<file path="config.mk">
export PLATFORM = sky130hd
export DESIGN_NAME = lsap_path
export DESIGN_NICKNAME = d
export VERILOG_FILES = /design/src/include/lsap_pkg.sv /design/src/lsap_path.sv /design/src/lsap_tlb_mem.sv
export SDC_FILE = /design/constraint.sdc
export NUM_CORES = 2
export LEC_CHECK = 0
export BUFFER_PORTS_ARGS = -buffer_cell sky130_fd_sc_hd__clkbuf_2
export CAP_MARGIN = 20
export CORE_MARGIN = 2
export CORE_UTILIZATION = 35
export DETAILED_ROUTE_END_ITERATION = 10
export PLACE_DENSITY_LB_ADDON = 0.1
export RECOVER_POWER = 25
export SYNTH_ARGS = -nofsm -noshare
export SYNTH_HDL_FRONTEND = slang
export SYNTH_HIERARCHICAL = 1
export SYNTH_SLANG_ARGS = --single-unit
</file>
<file path="constraint.sdc">
create_clock -name ref_clk -period 7.7 [get_ports ref_clk]
set_input_delay 0.77 -clock ref_clk [delete_from_list [all_inputs] [get_ports ref_clk]]
set_output_delay 0.77 -clock ref_clk [all_outputs]
set_load 0.05 [all_outputs]
</file>
<file path="src/include/lsap_pkg.sv">
package lsap_pkg;
    localparam int VA_W = 64;
    localparam int PA_W = 40;
    localparam int SIZE_W = 3;
    localparam int REG_SEL_W = 5;
    localparam int COP_NUM_W = 2;
    localparam int FUNC_W = 25;
    localparam int TLB_ENTRIES = 8;
    localparam int PAGE_SHIFT = 12;
    localparam int CCA_W = 3;
    // Access size code: byte count minus one
    localparam logic [2:0] SZ_BYTE = 3'h0;
    localparam logic [2:0] SZ_HALF = 3'h1;
    localparam logic [2:0] SZ_WORD = 3'h3;
    localparam logic [2:0] SZ_DOUBLE = 3'h7;
    // Unmapped window: top address bits select it
    localparam logic [1:0] UNMAPPED_TAG = 2'h2;
    localparam int UNMAPPED_TAG_POS = 62;
    localparam int UNMAPPED_CCA_POS = 59;
    localparam logic [2:0] CCA_UNCACHED = 3'h2;
    localparam int FILL_BYTES_LOG2 = 5;
    // Operation codes
    localparam logic [2:0] OP_LOAD = 3'h0;
    localparam logic [2:0] OP_STORE = 3'h1;
    localparam logic [2:0] OP_CP_LW = 3'h2;
    localparam logic [2:0] OP_CP_LD = 3'h3;
    localparam logic [2:0] OP_CP_SW = 3'h4;
    localparam logic [2:0] OP_CP_SD = 3'h5;
    localparam logic [2:0] OP_CP_FN = 3'h6;
    typedef enum logic [1:0] {LSAP_IDLE, LSAP_MEM, LSAP_DONE} lsap_state_e;
endpackage

</file>
<file path="src/lsap_path.sv">
`timescale 1ns/1ns
// Contract
// [RULE1] Lowest byte address names multi-byte objects
// [RULE2] Byte lanes from size and low bits
// [RULE3] Memory element is register wide, aligned
// [RULE4] Uncached load reads only referenced bytes
// [RULE5] Cached miss fills at least element
// [RULE6] Unmapped region translates directly from address
// [RULE7] Missing or forbidden mapping raises exception
// [RULE8] Coprocessor word load passes 32 bits
// [RULE9] Coprocessor double load passes 64 bits
// [RULE10] Coprocessor returns 32 bits on store
// [RULE11] Coprocessor returns 64 bits on store
// [RULE12] Function field goes to numbered coprocessor
// [RULE13] Request carries location, attribute, size, flag
// [RULE14] Size code is byte count minus one
module lsap_path #(
    parameter int GPR_W = 64
) (
    input wire logic ref_clk,
    input wire logic rstn,
    input wire logic big_endian,
    input wire logic op_valid,
    input wire logic [2:0] op_code,
    input wire logic [lsap_pkg::VA_W-1:0] virtual_location,
    input wire logic [lsap_pkg::SIZE_W-1:0] access_size_code,
    input wire logic fetch_or_data_flag,
    input wire logic [lsap_pkg::COP_NUM_W-1:0] coproc_num,
    input wire logic [lsap_pkg::REG_SEL_W-1:0] coproc_reg_select,
    input wire logic [lsap_pkg::FUNC_W-1:0] coproc_func,
    input wire logic [GPR_W-1:0] store_data,
    input wire logic tlb_wr_en,
    input wire logic [$clog2(lsap_pkg::TLB_ENTRIES)-1:0] tlb_wr_idx,
    input wire logic [lsap_pkg::VA_W-lsap_pkg::PAGE_SHIFT-1:0] tlb_wr_vpn,
    input wire logic [lsap_pkg::PA_W-lsap_pkg::PAGE_SHIFT-1:0] tlb_wr_ppn,
    input wire logic [lsap_pkg::CCA_W-1:0] tlb_wr_cca,
    input wire logic tlb_wr_load_ok,
    input wire logic tlb_wr_store_ok,
    input wire logic [63:0] coproc_store_value,
    input wire logic mem_ready,
    input wire logic [GPR_W-1:0] mem_rdata,
    output logic busy,
    output logic op_done,
    output logic [GPR_W-1:0] load_data,
    output logic translate_fault,
    output logic mem_req,
    output logic [lsap_pkg::PA_W-1:0] mem_phys_location,
    output logic [lsap_pkg::CCA_W-1:0] cacheability_attribute,
    output logic [lsap_pkg::SIZE_W-1:0] mem_size_code,
    output logic mem_fetch_or_data,
    output logic load_or_store_flag,
    output logic [GPR_W/8-1:0] mem_byte_en,
    output logic mem_fill_block,
    output logic [GPR_W-1:0] memory_element,
    output logic cp_load_word,
    output logic cp_load_double,
    output logic [63:0] cp_load_value,
    output logic cp_fn_valid,
    output logic [lsap_pkg::COP_NUM_W-1:0] cp_unit,
    output logic [lsap_pkg::REG_SEL_W-1:0] cp_reg_sel,
    output logic [lsap_pkg::FUNC_W-1:0] cp_func
);
    localparam int NB = GPR_W / 8;
    localparam int LB = $clog2(NB);

    typedef struct packed {
        lsap_pkg::lsap_state_e st;
        logic [2:0] op;
        logic [lsap_pkg::VA_W-1:0] va;
        logic [2:0] sz;
        logic fd;
        logic unmapped;
        logic busy;
        logic done;
        logic [GPR_W-1:0] ld;
        logic fault;
        logic req;
        logic [lsap_pkg::PA_W-1:0] pa;
        logic [lsap_pkg::CCA_W-1:0] cca;
        logic is_st;
        logic [NB-1:0] be;
        logic fill;
        logic [GPR_W-1:0] elem;
        logic cplw;
        logic cpld;
        logic [63:0] cpval;
        logic cpfn;
        logic [lsap_pkg::COP_NUM_W-1:0] unit;
        logic [lsap_pkg::REG_SEL_W-1:0] rsel;
        logic [lsap_pkg::FUNC_W-1:0] func;
    } lsap_state_s;

    lsap_state_s s_r;
    lsap_state_s s_nxt;

    logic lk_hit;
    logic [lsap_pkg::PA_W-lsap_pkg::PAGE_SHIFT-1:0] lk_ppn;
    logic [lsap_pkg::CCA_W-1:0] lk_cca;
    logic lk_load_ok;
    logic lk_store_ok;
    logic [lsap_pkg::VA_W-lsap_pkg::PAGE_SHIFT-1:0] lk_vpn;

    // Look up the incoming address while idle, so the registered result is ready in MEM
    assign lk_vpn = (s_r.st == lsap_pkg::LSAP_IDLE) ?
                    virtual_location[lsap_pkg::VA_W-1:lsap_pkg::PAGE_SHIFT] :
                    s_r.va[lsap_pkg::VA_W-1:lsap_pkg::PAGE_SHIFT];

    lsap_tlb_mem u_tlb (
        .ref_clk(ref_clk),
        .rstn(rstn),
        .wr_en(tlb_wr_en),
        .wr_idx(tlb_wr_idx),
        .wr_vpn(tlb_wr_vpn),
        .wr_ppn(tlb_wr_ppn),
        .wr_cca(tlb_wr_cca),
        .wr_load_ok(tlb_wr_load_ok),
        .wr_store_ok(tlb_wr_store_ok),
        .lk_vpn(lk_vpn),
        .lk_hit(lk_hit),
        .lk_ppn(lk_ppn),
        .lk_cca(lk_cca),
        .lk_load_ok(lk_load_ok),
        .lk_store_ok(lk_store_ok)
    );

    // Lanes in little-endian order first, then mirrored for big-endian
    function automatic logic [NB-1:0] lanes(input logic [2:0] sz, input logic [LB-1:0] lo,
                                            input logic be_mode);
        logic [NB-1:0] m;
        logic [NB-1:0] r;
        m = '0;
        r = '0;
        for (int i = 0; i < NB; i++) begin
            if (i >= int'(lo) && i <= int'(lo) + int'(sz)) begin // [RULE2] [RULE14]
                m[i] = 1'b1;
            end
        end
        for (int i = 0; i < NB; i++) begin
            r[i] = be_mode ? m[NB-1-i] : m[i]; // [RULE1]
        end
        return r;
    endfunction

    logic ld_op;
    logic st_op;
    logic allowed;
    logic [lsap_pkg::PA_W-1:0] pa_calc;
    logic [lsap_pkg::CCA_W-1:0] cca_calc;

    always_comb begin
        s_nxt = s_r;
        s_nxt.done = 1'b0;
        s_nxt.fault = 1'b0;
        s_nxt.cplw = 1'b0;
        s_nxt.cpld = 1'b0;
        s_nxt.cpfn = 1'b0;
        ld_op = (s_r.op == lsap_pkg::OP_LOAD) || (s_r.op == lsap_pkg::OP_CP_LW) ||
                (s_r.op == lsap_pkg::OP_CP_LD);
        st_op = !ld_op;
        allowed = ld_op ? lk_load_ok : lk_store_ok;
        if (s_r.unmapped) begin
            pa_calc = s_r.va[lsap_pkg::PA_W-1:0]; // [RULE6]
            cca_calc = s_r.va[lsap_pkg::UNMAPPED_CCA_POS +: lsap_pkg::CCA_W]; // [RULE6]
        end else begin
            pa_calc = {lk_ppn, s_r.va[lsap_pkg::PAGE_SHIFT-1:0]};
            cca_calc = lk_cca;
        end
        case (s_r.st)
            lsap_pkg::LSAP_IDLE: begin
                if (op_valid) begin
                    s_nxt.busy = 1'b1;
                    s_nxt.op = op_code;
                    s_nxt.va = virtual_location;
                    s_nxt.fd = fetch_or_data_flag;
                    s_nxt.unit = coproc_num;
                    s_nxt.rsel = coproc_reg_select;
                    s_nxt.func = coproc_func;
                    s_nxt.unmapped = virtual_location[lsap_pkg::VA_W-1 -: 2] ==
                                     lsap_pkg::UNMAPPED_TAG;
                    case (op_code)
                        lsap_pkg::OP_CP_LW, lsap_pkg::OP_CP_SW: s_nxt.sz = lsap_pkg::SZ_WORD;
                        lsap_pkg::OP_CP_LD, lsap_pkg::OP_CP_SD: s_nxt.sz = lsap_pkg::SZ_DOUBLE;
                        default: s_nxt.sz = access_size_code;
                    endcase
                    if (op_code == lsap_pkg::OP_CP_SW) begin
                        s_nxt.elem = GPR_W'(coproc_store_value[31:0]); // [RULE10]
                    end else if (op_code == lsap_pkg::OP_CP_SD) begin
                        s_nxt.elem = GPR_W'(coproc_store_value); // [RULE11]
                    end else begin
                        s_nxt.elem = store_data;
                    end
                    if (op_code == lsap_pkg::OP_CP_FN) begin
                        s_nxt.cpfn = 1'b1; // [RULE12]
                        s_nxt.done = 1'b1;
                        s_nxt.busy = 1'b0;
                    end else begin
                        s_nxt.st = lsap_pkg::LSAP_MEM;
                    end
                end
            end
            lsap_pkg::LSAP_MEM: begin
                // Table result is valid one cycle after capture
                if (!s_r.unmapped && (!lk_hit || !allowed)) begin
                    s_nxt.fault = 1'b1; // [RULE7]
                    s_nxt.done = 1'b1;
                    s_nxt.busy = 1'b0;
                    s_nxt.st = lsap_pkg::LSAP_IDLE;
                end else begin
                    s_nxt.req = 1'b1; // [RULE13]
                    s_nxt.pa = pa_calc;
                    s_nxt.cca = cca_calc;
                    s_nxt.is_st = st_op;
                    s_nxt.be = lanes(s_r.sz, s_r.va[LB-1:0], big_endian);
                    // Cached loads fetch at least the whole element
                    s_nxt.fill = ld_op && cca_calc != lsap_pkg::CCA_UNCACHED; // [RULE5]
                    if (ld_op && cca_calc != lsap_pkg::CCA_UNCACHED) begin
                        s_nxt.be = '1; // [RULE5]
                    end
                    s_nxt.st = lsap_pkg::LSAP_DONE;
                end
            end
            lsap_pkg::LSAP_DONE: begin
                if (mem_ready) begin
                    s_nxt.req = 1'b0;
                    s_nxt.fill = 1'b0;
                    s_nxt.done = 1'b1;
                    s_nxt.busy = 1'b0;
                    s_nxt.st = lsap_pkg::LSAP_IDLE;
                    if (ld_op) begin
                        // Uncached: only referenced lanes valid, others zero
                        for (int i = 0; i < NB; i++) begin
                            s_nxt.ld[i*8 +: 8] = s_r.be[i] ? mem_rdata[i*8 +: 8] : 8'h0; // [RULE4]
                        end
                        if (s_r.fill) begin
                            s_nxt.ld = mem_rdata; // [RULE3]
                        end
                    end
                    if (s_r.op == lsap_pkg::OP_CP_LW) begin
                        s_nxt.cplw = 1'b1;
                        s_nxt.cpval = 64'(mem_rdata[31:0]); // [RULE8]
                    end
                    if (s_r.op == lsap_pkg::OP_CP_LD) begin
                        s_nxt.cpld = 1'b1;
                        s_nxt.cpval = 64'(mem_rdata); // [RULE9]
                    end
                end
            end
            default: s_nxt.st = lsap_pkg::LSAP_IDLE;
        endcase
    end

    always_ff @(posedge ref_clk or negedge rstn) begin
        if (!rstn) begin
            s_r <= '0;
        end else begin
            s_r <= s_nxt;
        end
    end

    assign busy = s_r.busy;
    assign op_done = s_r.done;
    assign load_data = s_r.ld;
    assign translate_fault = s_r.fault;
    assign mem_req = s_r.req;
    // Naturally aligned element address
    assign mem_phys_location = {s_r.pa[lsap_pkg::PA_W-1:LB], LB'(0)}; // [RULE3]
    assign cacheability_attribute = s_r.cca;
    assign mem_size_code = s_r.sz;
    assign mem_fetch_or_data = s_r.fd;
    assign load_or_store_flag = s_r.is_st;
    assign mem_byte_en = s_r.be;
    assign mem_fill_block = s_r.fill;
    assign memory_element = s_r.elem;
    assign cp_load_word = s_r.cplw;
    assign cp_load_double = s_r.cpld;
    assign cp_load_value = s_r.cpval;
    assign cp_fn_valid = s_r.cpfn;
    assign cp_unit = s_r.unit;
    assign cp_reg_sel = s_r.rsel;
    assign cp_func = s_r.func;
endmodule

</file>
<file path="src/lsap_tlb_mem.sv">
`timescale 1ns/1ns
// Small translation table; lookup result comes out registered
module lsap_tlb_mem #(
    parameter int ENTRIES = lsap_pkg::TLB_ENTRIES,
    parameter int VPN_W = lsap_pkg::VA_W - lsap_pkg::PAGE_SHIFT,
    parameter int PPN_W = lsap_pkg::PA_W - lsap_pkg::PAGE_SHIFT
) (
    input wire logic ref_clk,
    input wire logic rstn,
    input wire logic wr_en,
    input wire logic [$clog2(ENTRIES)-1:0] wr_idx,
    input wire logic [VPN_W-1:0] wr_vpn,
    input wire logic [PPN_W-1:0] wr_ppn,
    input wire logic [lsap_pkg::CCA_W-1:0] wr_cca,
    input wire logic wr_load_ok,
    input wire logic wr_store_ok,
    input wire logic [VPN_W-1:0] lk_vpn,
    output logic lk_hit,
    output logic [PPN_W-1:0] lk_ppn,
    output logic [lsap_pkg::CCA_W-1:0] lk_cca,
    output logic lk_load_ok,
    output logic lk_store_ok
);
    logic [ENTRIES-1:0] valid_r;
    logic [VPN_W-1:0] vpn_r [ENTRIES];
    logic [PPN_W+lsap_pkg::CCA_W+1:0] dat_r [ENTRIES];
    logic [ENTRIES-1:0] match;
    logic [PPN_W+lsap_pkg::CCA_W+1:0] sel;

    genvar g;
    generate
        for (g = 0; g < ENTRIES; g++) begin : g_ent
            assign match[g] = valid_r[g] && (vpn_r[g] == lk_vpn);
            always_ff @(posedge ref_clk or negedge rstn) begin
                if (!rstn) begin
                    valid_r[g] <= 1'b0;
                    vpn_r[g] <= '0;
                    dat_r[g] <= '0;
                end else if (wr_en && wr_idx == g) begin
                    valid_r[g] <= 1'b1;
                    vpn_r[g] <= wr_vpn;
                    dat_r[g] <= {wr_ppn, wr_cca, wr_load_ok, wr_store_ok};
                end
            end
        end
    endgenerate

    always_comb begin
        sel = '0;
        for (int i = 0; i < ENTRIES; i++) begin
            if (match[i]) begin
                sel = dat_r[i];
            end
        end
    end

    always_ff @(posedge ref_clk or negedge rstn) begin
        if (!rstn) begin
            lk_hit <= 1'b0;
            {lk_ppn, lk_cca, lk_load_ok, lk_store_ok} <= '0;
        end else begin
            lk_hit <= |match;
            {lk_ppn, lk_cca, lk_load_ok, lk_store_ok} <= sel;
        end
    end
endmodule

</file>
Word-level counts from Yosys, hierarchy flattened. Index checks and enable logic that the tools add are counted.

Register bits after elaboration: 1080. Bits in latches: 0. Memory bits (writable): 0. Bits in read-only memories: 0. Input bits: 389. Output and inout port bits: 288. Memories kept: 0.

$add $sub $neg: 1. $mul: 0. Divide/modulo/power cells: 0. $lt $le $gt $ge: 15. Equality and inequality tests: 31. Shift-type cells: 0. Multiplexer cells: 65. Bitwise logic cells: 1. Reductions and logical operators: 48.

Operators with widths (number): $eq 52x52->1 (8); $mux 33 (10); $mux 64 (5); $mux 66 (3); $le 4x32->1 const A (3); $mux 76 (1); $mux 8 (9); $mux 65 (1); $le 3x32->1 const A (2); $mux 54 (1); $mux 52 (1); $mux 40 (1); $le 1x32->1 const A (1); $le 2x32->1 const A (1); $logic_and 1x1->1 (25); $mux 1 (22); $eq 3x3->1 const B (7); $eq 3x2->1 const B (6); $pmux 2 s3 (2); $reduce_and 3->1 (4); $mux 2 (5); $ne 2x2->1 const B (5); $ge 3x3->1 const A (3); $reduce_or 8->1 (1); other kinds (21) (34).

Longest topological paths before layout.
Depth in word-level cells: 12. Depth in mapped cells: 15.

Modules after synthesis. The synthesis kept the hierarchy.

Modules (own cells, without submodules): lsap_tlb_mem (instances 1, cells an instance 2539, area an instance 33707.3 um^2, sequential area each 18067.3 um^2); lsap_path (instances 1, cells an instance 1973, area an instance 17476.8 um^2, sequential area each 8883.5 um^2).

Worst setup path before layout. OpenSTA, ideal clock, no wires.

Path kind: reg2reg. From: register s_r[357] (netlist bit). To: register u_tlb/lk_cca[0] (netlist bit). Setup time: 0.138 ns. Arrival time: 3.521 ns. Data required time: 7.562 ns. Path slack: 4.041 ns. Cell stages (with the launch flop): 15. Path buffers: 4. Clock period less this slack: 3.659 ns. Path through: dfrtp_1 -> buf_4 -> nor2_1 -> clkbuf_1 -> mux2_2 -> buf_2 -> xnor2_1 -> nand3_1 -> or4_4 -> nor4_4 -> o2bb2ai_2 -> nor2_2 -> buf_4 -> o211ai_2 -> a41oi_2.

Word-level cells in the longest chain between the ends: 12. Elaborated cells on any way between the ends: 26. Those cells by class: eq/ne: 8; mux: 9; reduce/logical: 9.

Ends and longest elaborated chain: start: declaration (RTL line lsap_path.sv:93) `lsap_state_s s_r;`; start signal: assignment (RTL line lsap_path.sv:256) `s_r <= s_nxt;`; $logic_not 2->1 * (RTL line lsap_path.sv:104) `assign lk_vpn = (s_r.st == lsap_pkg::LSAP_IDLE) ?`; $mux 52 * (RTL line lsap_path.sv:104); net lk_vpn (one bit) (RTL line lsap_path.sv:101) `logic [lsap_pkg::VA_W-lsap_pkg::PAGE_SHIFT-1:0] lk_vpn;`; $eq 52x52->1 (RTL line lsap_tlb_mem.sv:33) `assign match[g] = valid_r[g] && (vpn_r[g] == lk_vpn);`; $logic_and 1x1->1 (RTL line lsap_tlb_mem.sv:33); $mux 33 (7 in series) (RTL line lsap_tlb_mem.sv:51) `if (match[i]) begin`; $mux 33 * (RTL line lsap_tlb_mem.sv:51); net u_tlb.sel (one bit) (RTL line lsap_tlb_mem.sv:28) `logic [PPN_W+lsap_pkg::CCA_W+1:0] sel;`; end signal: assignment (RTL line lsap_tlb_mem.sv:63) `{lk_ppn, lk_cca, lk_load_ok, lk_store_ok} <= sel;`; end: declaration (RTL line lsap_tlb_mem.sv:20) `output logic [lsap_pkg::CCA_W-1:0] lk_cca,`.

Mark *: on every way through the listed nets, which the timed path passes. The rest lies on a longest branch. A chain may end at the register's enable or synchronous reset.

Worst setup path after layout.
From: input tlb_wr_idx[0] (netlist bit). To: register u_tlb/vpn_r[254] (netlist bit).

Word-level cells in the longest chain between the ends: 2.

Ends and longest elaborated chain: start: declaration (RTL line lsap_path.sv:33) `input wire logic [$clog2(lsap_pkg::TLB_ENTRIES)-1:0] tlb_wr_idx,`; $eq 3x2->1 (RTL line lsap_tlb_mem.sv:39) `end else if (wr_en && wr_idx == g) begin`; $logic_and 1x1->1 (RTL line lsap_tlb_mem.sv:39); end signal: indexed assignment (RTL line lsap_tlb_mem.sv:41) `vpn_r[g] <= wr_vpn;`; end: declaration (RTL line lsap_tlb_mem.sv:25) `logic [VPN_W-1:0] vpn_r [ENTRIES];`.

Every way passes these cells.

==> impl_metrics.tcl <==
set metrics [dict create \
    outcome "complete, but fails checks" \
    violations "capacitance limit, slew limit" \
    drt-met1-wl_um 86200 \
    finish.utilization_pct 40.4 \
    reg2reg_from "s_r[357]" \
    post-cts-setup-buffer-count 0 \
    critPathSlowestCell "clkbuf_1" \
    seq_area_frac_synth_pct 52.7 \
    yosys.area.top_type "dfrtp_1" \
    wl_met3_um 11600 \
    hold_viol 0 \
    cts_hold_buf 0 \
    start_kind "input pin" \
    clkTransAtPathRegs_ns 0.06 \
    coreArea_sq_um 145000 \
    rsz0062_at_grt "no" \
    die_w_um 386 \
    area_growth_pct 14.9 \
    syn_area_sq_um 51200 \
    rr_worst_depth 11 \
    drt-initial-drc-count 2676 \
    worst-path-max-fanout 86 \
    cts_resized 0 \
    cp-endpoint "u_tlb/vpn_r[254]" \
    power_density_nw_per_um2 364 \
    period_share_pct 86.3 \
    grt.overflow.total 0 \
    cp_slowest_stage_delay_ns 5.06 \
    worst_pin_slew_ns 7.39 \
    crit_type "input pin to flip-flop" \
    clockRootBuffer "clkbuf_16" \
    cts_inserted_buffers 133 \
    htreeDepth 4 \
    clockBufferDepth 3 \
    rrSetupSlack_ns 2.14 \
    initial_core_util_pct 35.2 \
    design.die.area_sq_um 149000 \
    max-vdd-ir-drop_uv 203 \
    synth.area.top_cells "dfrtp_1, mux2_2, nand2_1" \
    maxSlewViolCount 893 \
    synth.ff_latch_count 1077 \
    grt_pass1_vias 36538 \
    yosys.area.top_type_share_pct 52.7 \
    arrival_ns 7.31 \
    drt-wirelength-per-cell_um 29.4 \
    hold_path.class "input pin to asynchronous set/reset pin" \
    drive_above_1_share_pct 36.3 \
    dp_cells 6586 \
    crit_chain "clkbuf_1 > nand4b_1 > clkbuf_1 > mux2_2" \
    ys.warnings.count 6 \
    skew_ns 0.0219 \
    hpwl_um 143000 \
    cts_sinks 1077 \
    min_period_ns 6.64 \
    fin_nets 5197 \
    groute.usage.overall_pct 26.5 \
    ys_types 78 \
    drcViolationCount 0 \
    drt-total-wl_um 201000 \
    grt_pass1_wl_um 285000 \
    met2_length_um 94800 \
    top_layer_used "met5" \
    synth_cells 4512 \
    die_h_um 386 \
    ys.flop_type "dfrtp_1" \
    maxCapViolCount 11 \
    routabilityCongestion 0.937 \
    r2r_end "u_tlb/lk_ppn[23]" \
    synth_edf_count 0 \
    total_leakage_power_nw 26.7 \
    fillerInstances 14279 \
    antenna_found_initial 37 \
    setup_tns_ns 0 \
    fin_cells 6846 \
    cts_tree "built" \
    portBuffers 673 \
    firstDrtPassIters 5 \
    max_clock_freq_ghz 0.151 \
    crit_top_cell "clkbuf_1" \
    row_count 140 \
    vias 35997 \
    io_pins 677 \
    insertion_delay_ns 0.77 \
    grt_max_degree 146 \
    synth_async_sr_flop_share_pct 100 \
    critPathCaptureType "flip-flop" \
    startpoint "tlb_wr_idx[0]" \
    final_antenna_net_count 0 \
    total_power_mw 21.4 \
    crit_required_ns 8.37 \
    max_slew_margin_pct -393 \
    setup_violations 0 \
    synth_area_per_cell_sq_um 11.3 \
    viasPerCell 5.26 \
]
[worst min-delay path by stage]
| stage | startpoint | end | depth (start not counted) | slack (ns) |
|---|---|---|---|---|
| finish | rstn | u_tlb/dat_r[252] | 1 | 0.03 |
| global route | rstn | u_tlb/dat_r[252] | 1 | 0.08 |
| CTS | rstn | mem_phys_location[27] | 1 | 0.06 |
| detailed placement | u_tlb/valid_r[2] | u_tlb/valid_r[2] | 1 | 0.45 |
| global placement | cp_load_value[45] | cp_load_value[45] | 2 | 0.45 |
| floorplan | u_tlb/valid_r[3] | u_tlb/valid_r[3] | 1 | 0.43 |
[registers in the layout, summed over array words and instances (netlist names), 5 cells and up]
register / flops
u_tlb/vpn_r: 416
u_tlb/dat_r: 264
s_r: 70
cp_load_value: 64
load_data: 64
memory_element: 64
mem_phys_location: 37
u_tlb/lk_ppn: 28
cp_func: 25
mem_byte_en: 8
u_tlb/valid_r: 8
cp_reg_sel: 5
[where the power goes]
group	switching, mW	internal [mW]
Clock	2.58	3.99
Sequential	1.09	7.06
Combinational	4.65	2.05
Total	8.32	13.1
[cells by family after synthesis]
family / share of synthesized area (%)
xor+xnor: 6.06
other cells: 0.00733
buf+inv: 7.07
fa+ha+maj: 0.112
compound gates: 6.75
flops: 52.7
mux: 16.8
simple gates: 10.5
[layout make-up]
class	count	area (sq um)	share of cell area [%]
Sequential cell	1077	27000	45.8
Multi-Input combinational cell	2797	20700	35.3
Clock buffer	196	3990	6.78
Timing Repair Buffer	727	3830	6.51
Tap cell	1917	2400	4.08
Clock inverter	43	589	1.00
Inverter	68	255	0.434
Antenna cell	21	52.6	0.0894
[metal layers]
| metal | track usage [%] | vias up |
|---|---|---|
| li1 | - | 15867 |
| met4 | 11.3 | 10 |
| met5 | 0 | - |
| met2 | 42.5 | 1190 |
| met1 | 35.1 | 18591 |
| met3 | 4.96 | 339 |
[worst max-delay path: cells and delay by family]
family,cells,cell delay [ns]
and+or+nand+nor,1,0.14
buffers and inverters,2,5.24
muxes,1,0.85
[synth_stat cells, types with 14 or more instances]
cell      count
clkbuf_1    177
xnor2_1     177
buf_1        31
nand2b_1     30
buf_2        67
mux2i_1      34
xor2_1      177
buf_4       292
nand2_1     820
inv_1        64
nor2_1       80
o22ai_1      37
a21oi_1      38
o211ai_2     48
nand4_1      55
dfrtp_1    1077
a31oi_1      87
a41oi_2      21
or2_2        14
mux2_2      730
o21ai_0      85
nor4_1       97
nand3_1      77
[through the flow]
step / worst slack, ns / cell area, sq um / hold WS, ns
finish: 1.06 / 58800 / 0.0347
detailed placement: 2.08 / 54300 / 0.450
floorplan: 4.04 / 51200 / 0.427
CTS: 2.06 / 58900 / 0.0567
global placement: 2.16 / 54300 / 0.451
global route: 0.943 / 58800 / 0.0757
[layout by cell type, fill, tap and decap left out, types with 55 or more instances in the layout]
cell type and n:
nand3_1 75, mux2_2 730, xnor2_1 177, inv_1 64, nand2_1 819, nand4_1 55
a31oi_1 87, xor2_1 177, o21ai_0 85, nor4_1 95, clkbuf_2 674, clkbuf_16 141
nor2_1 78, dfrtp_1 1075
(Power assumes the default switching activity.)
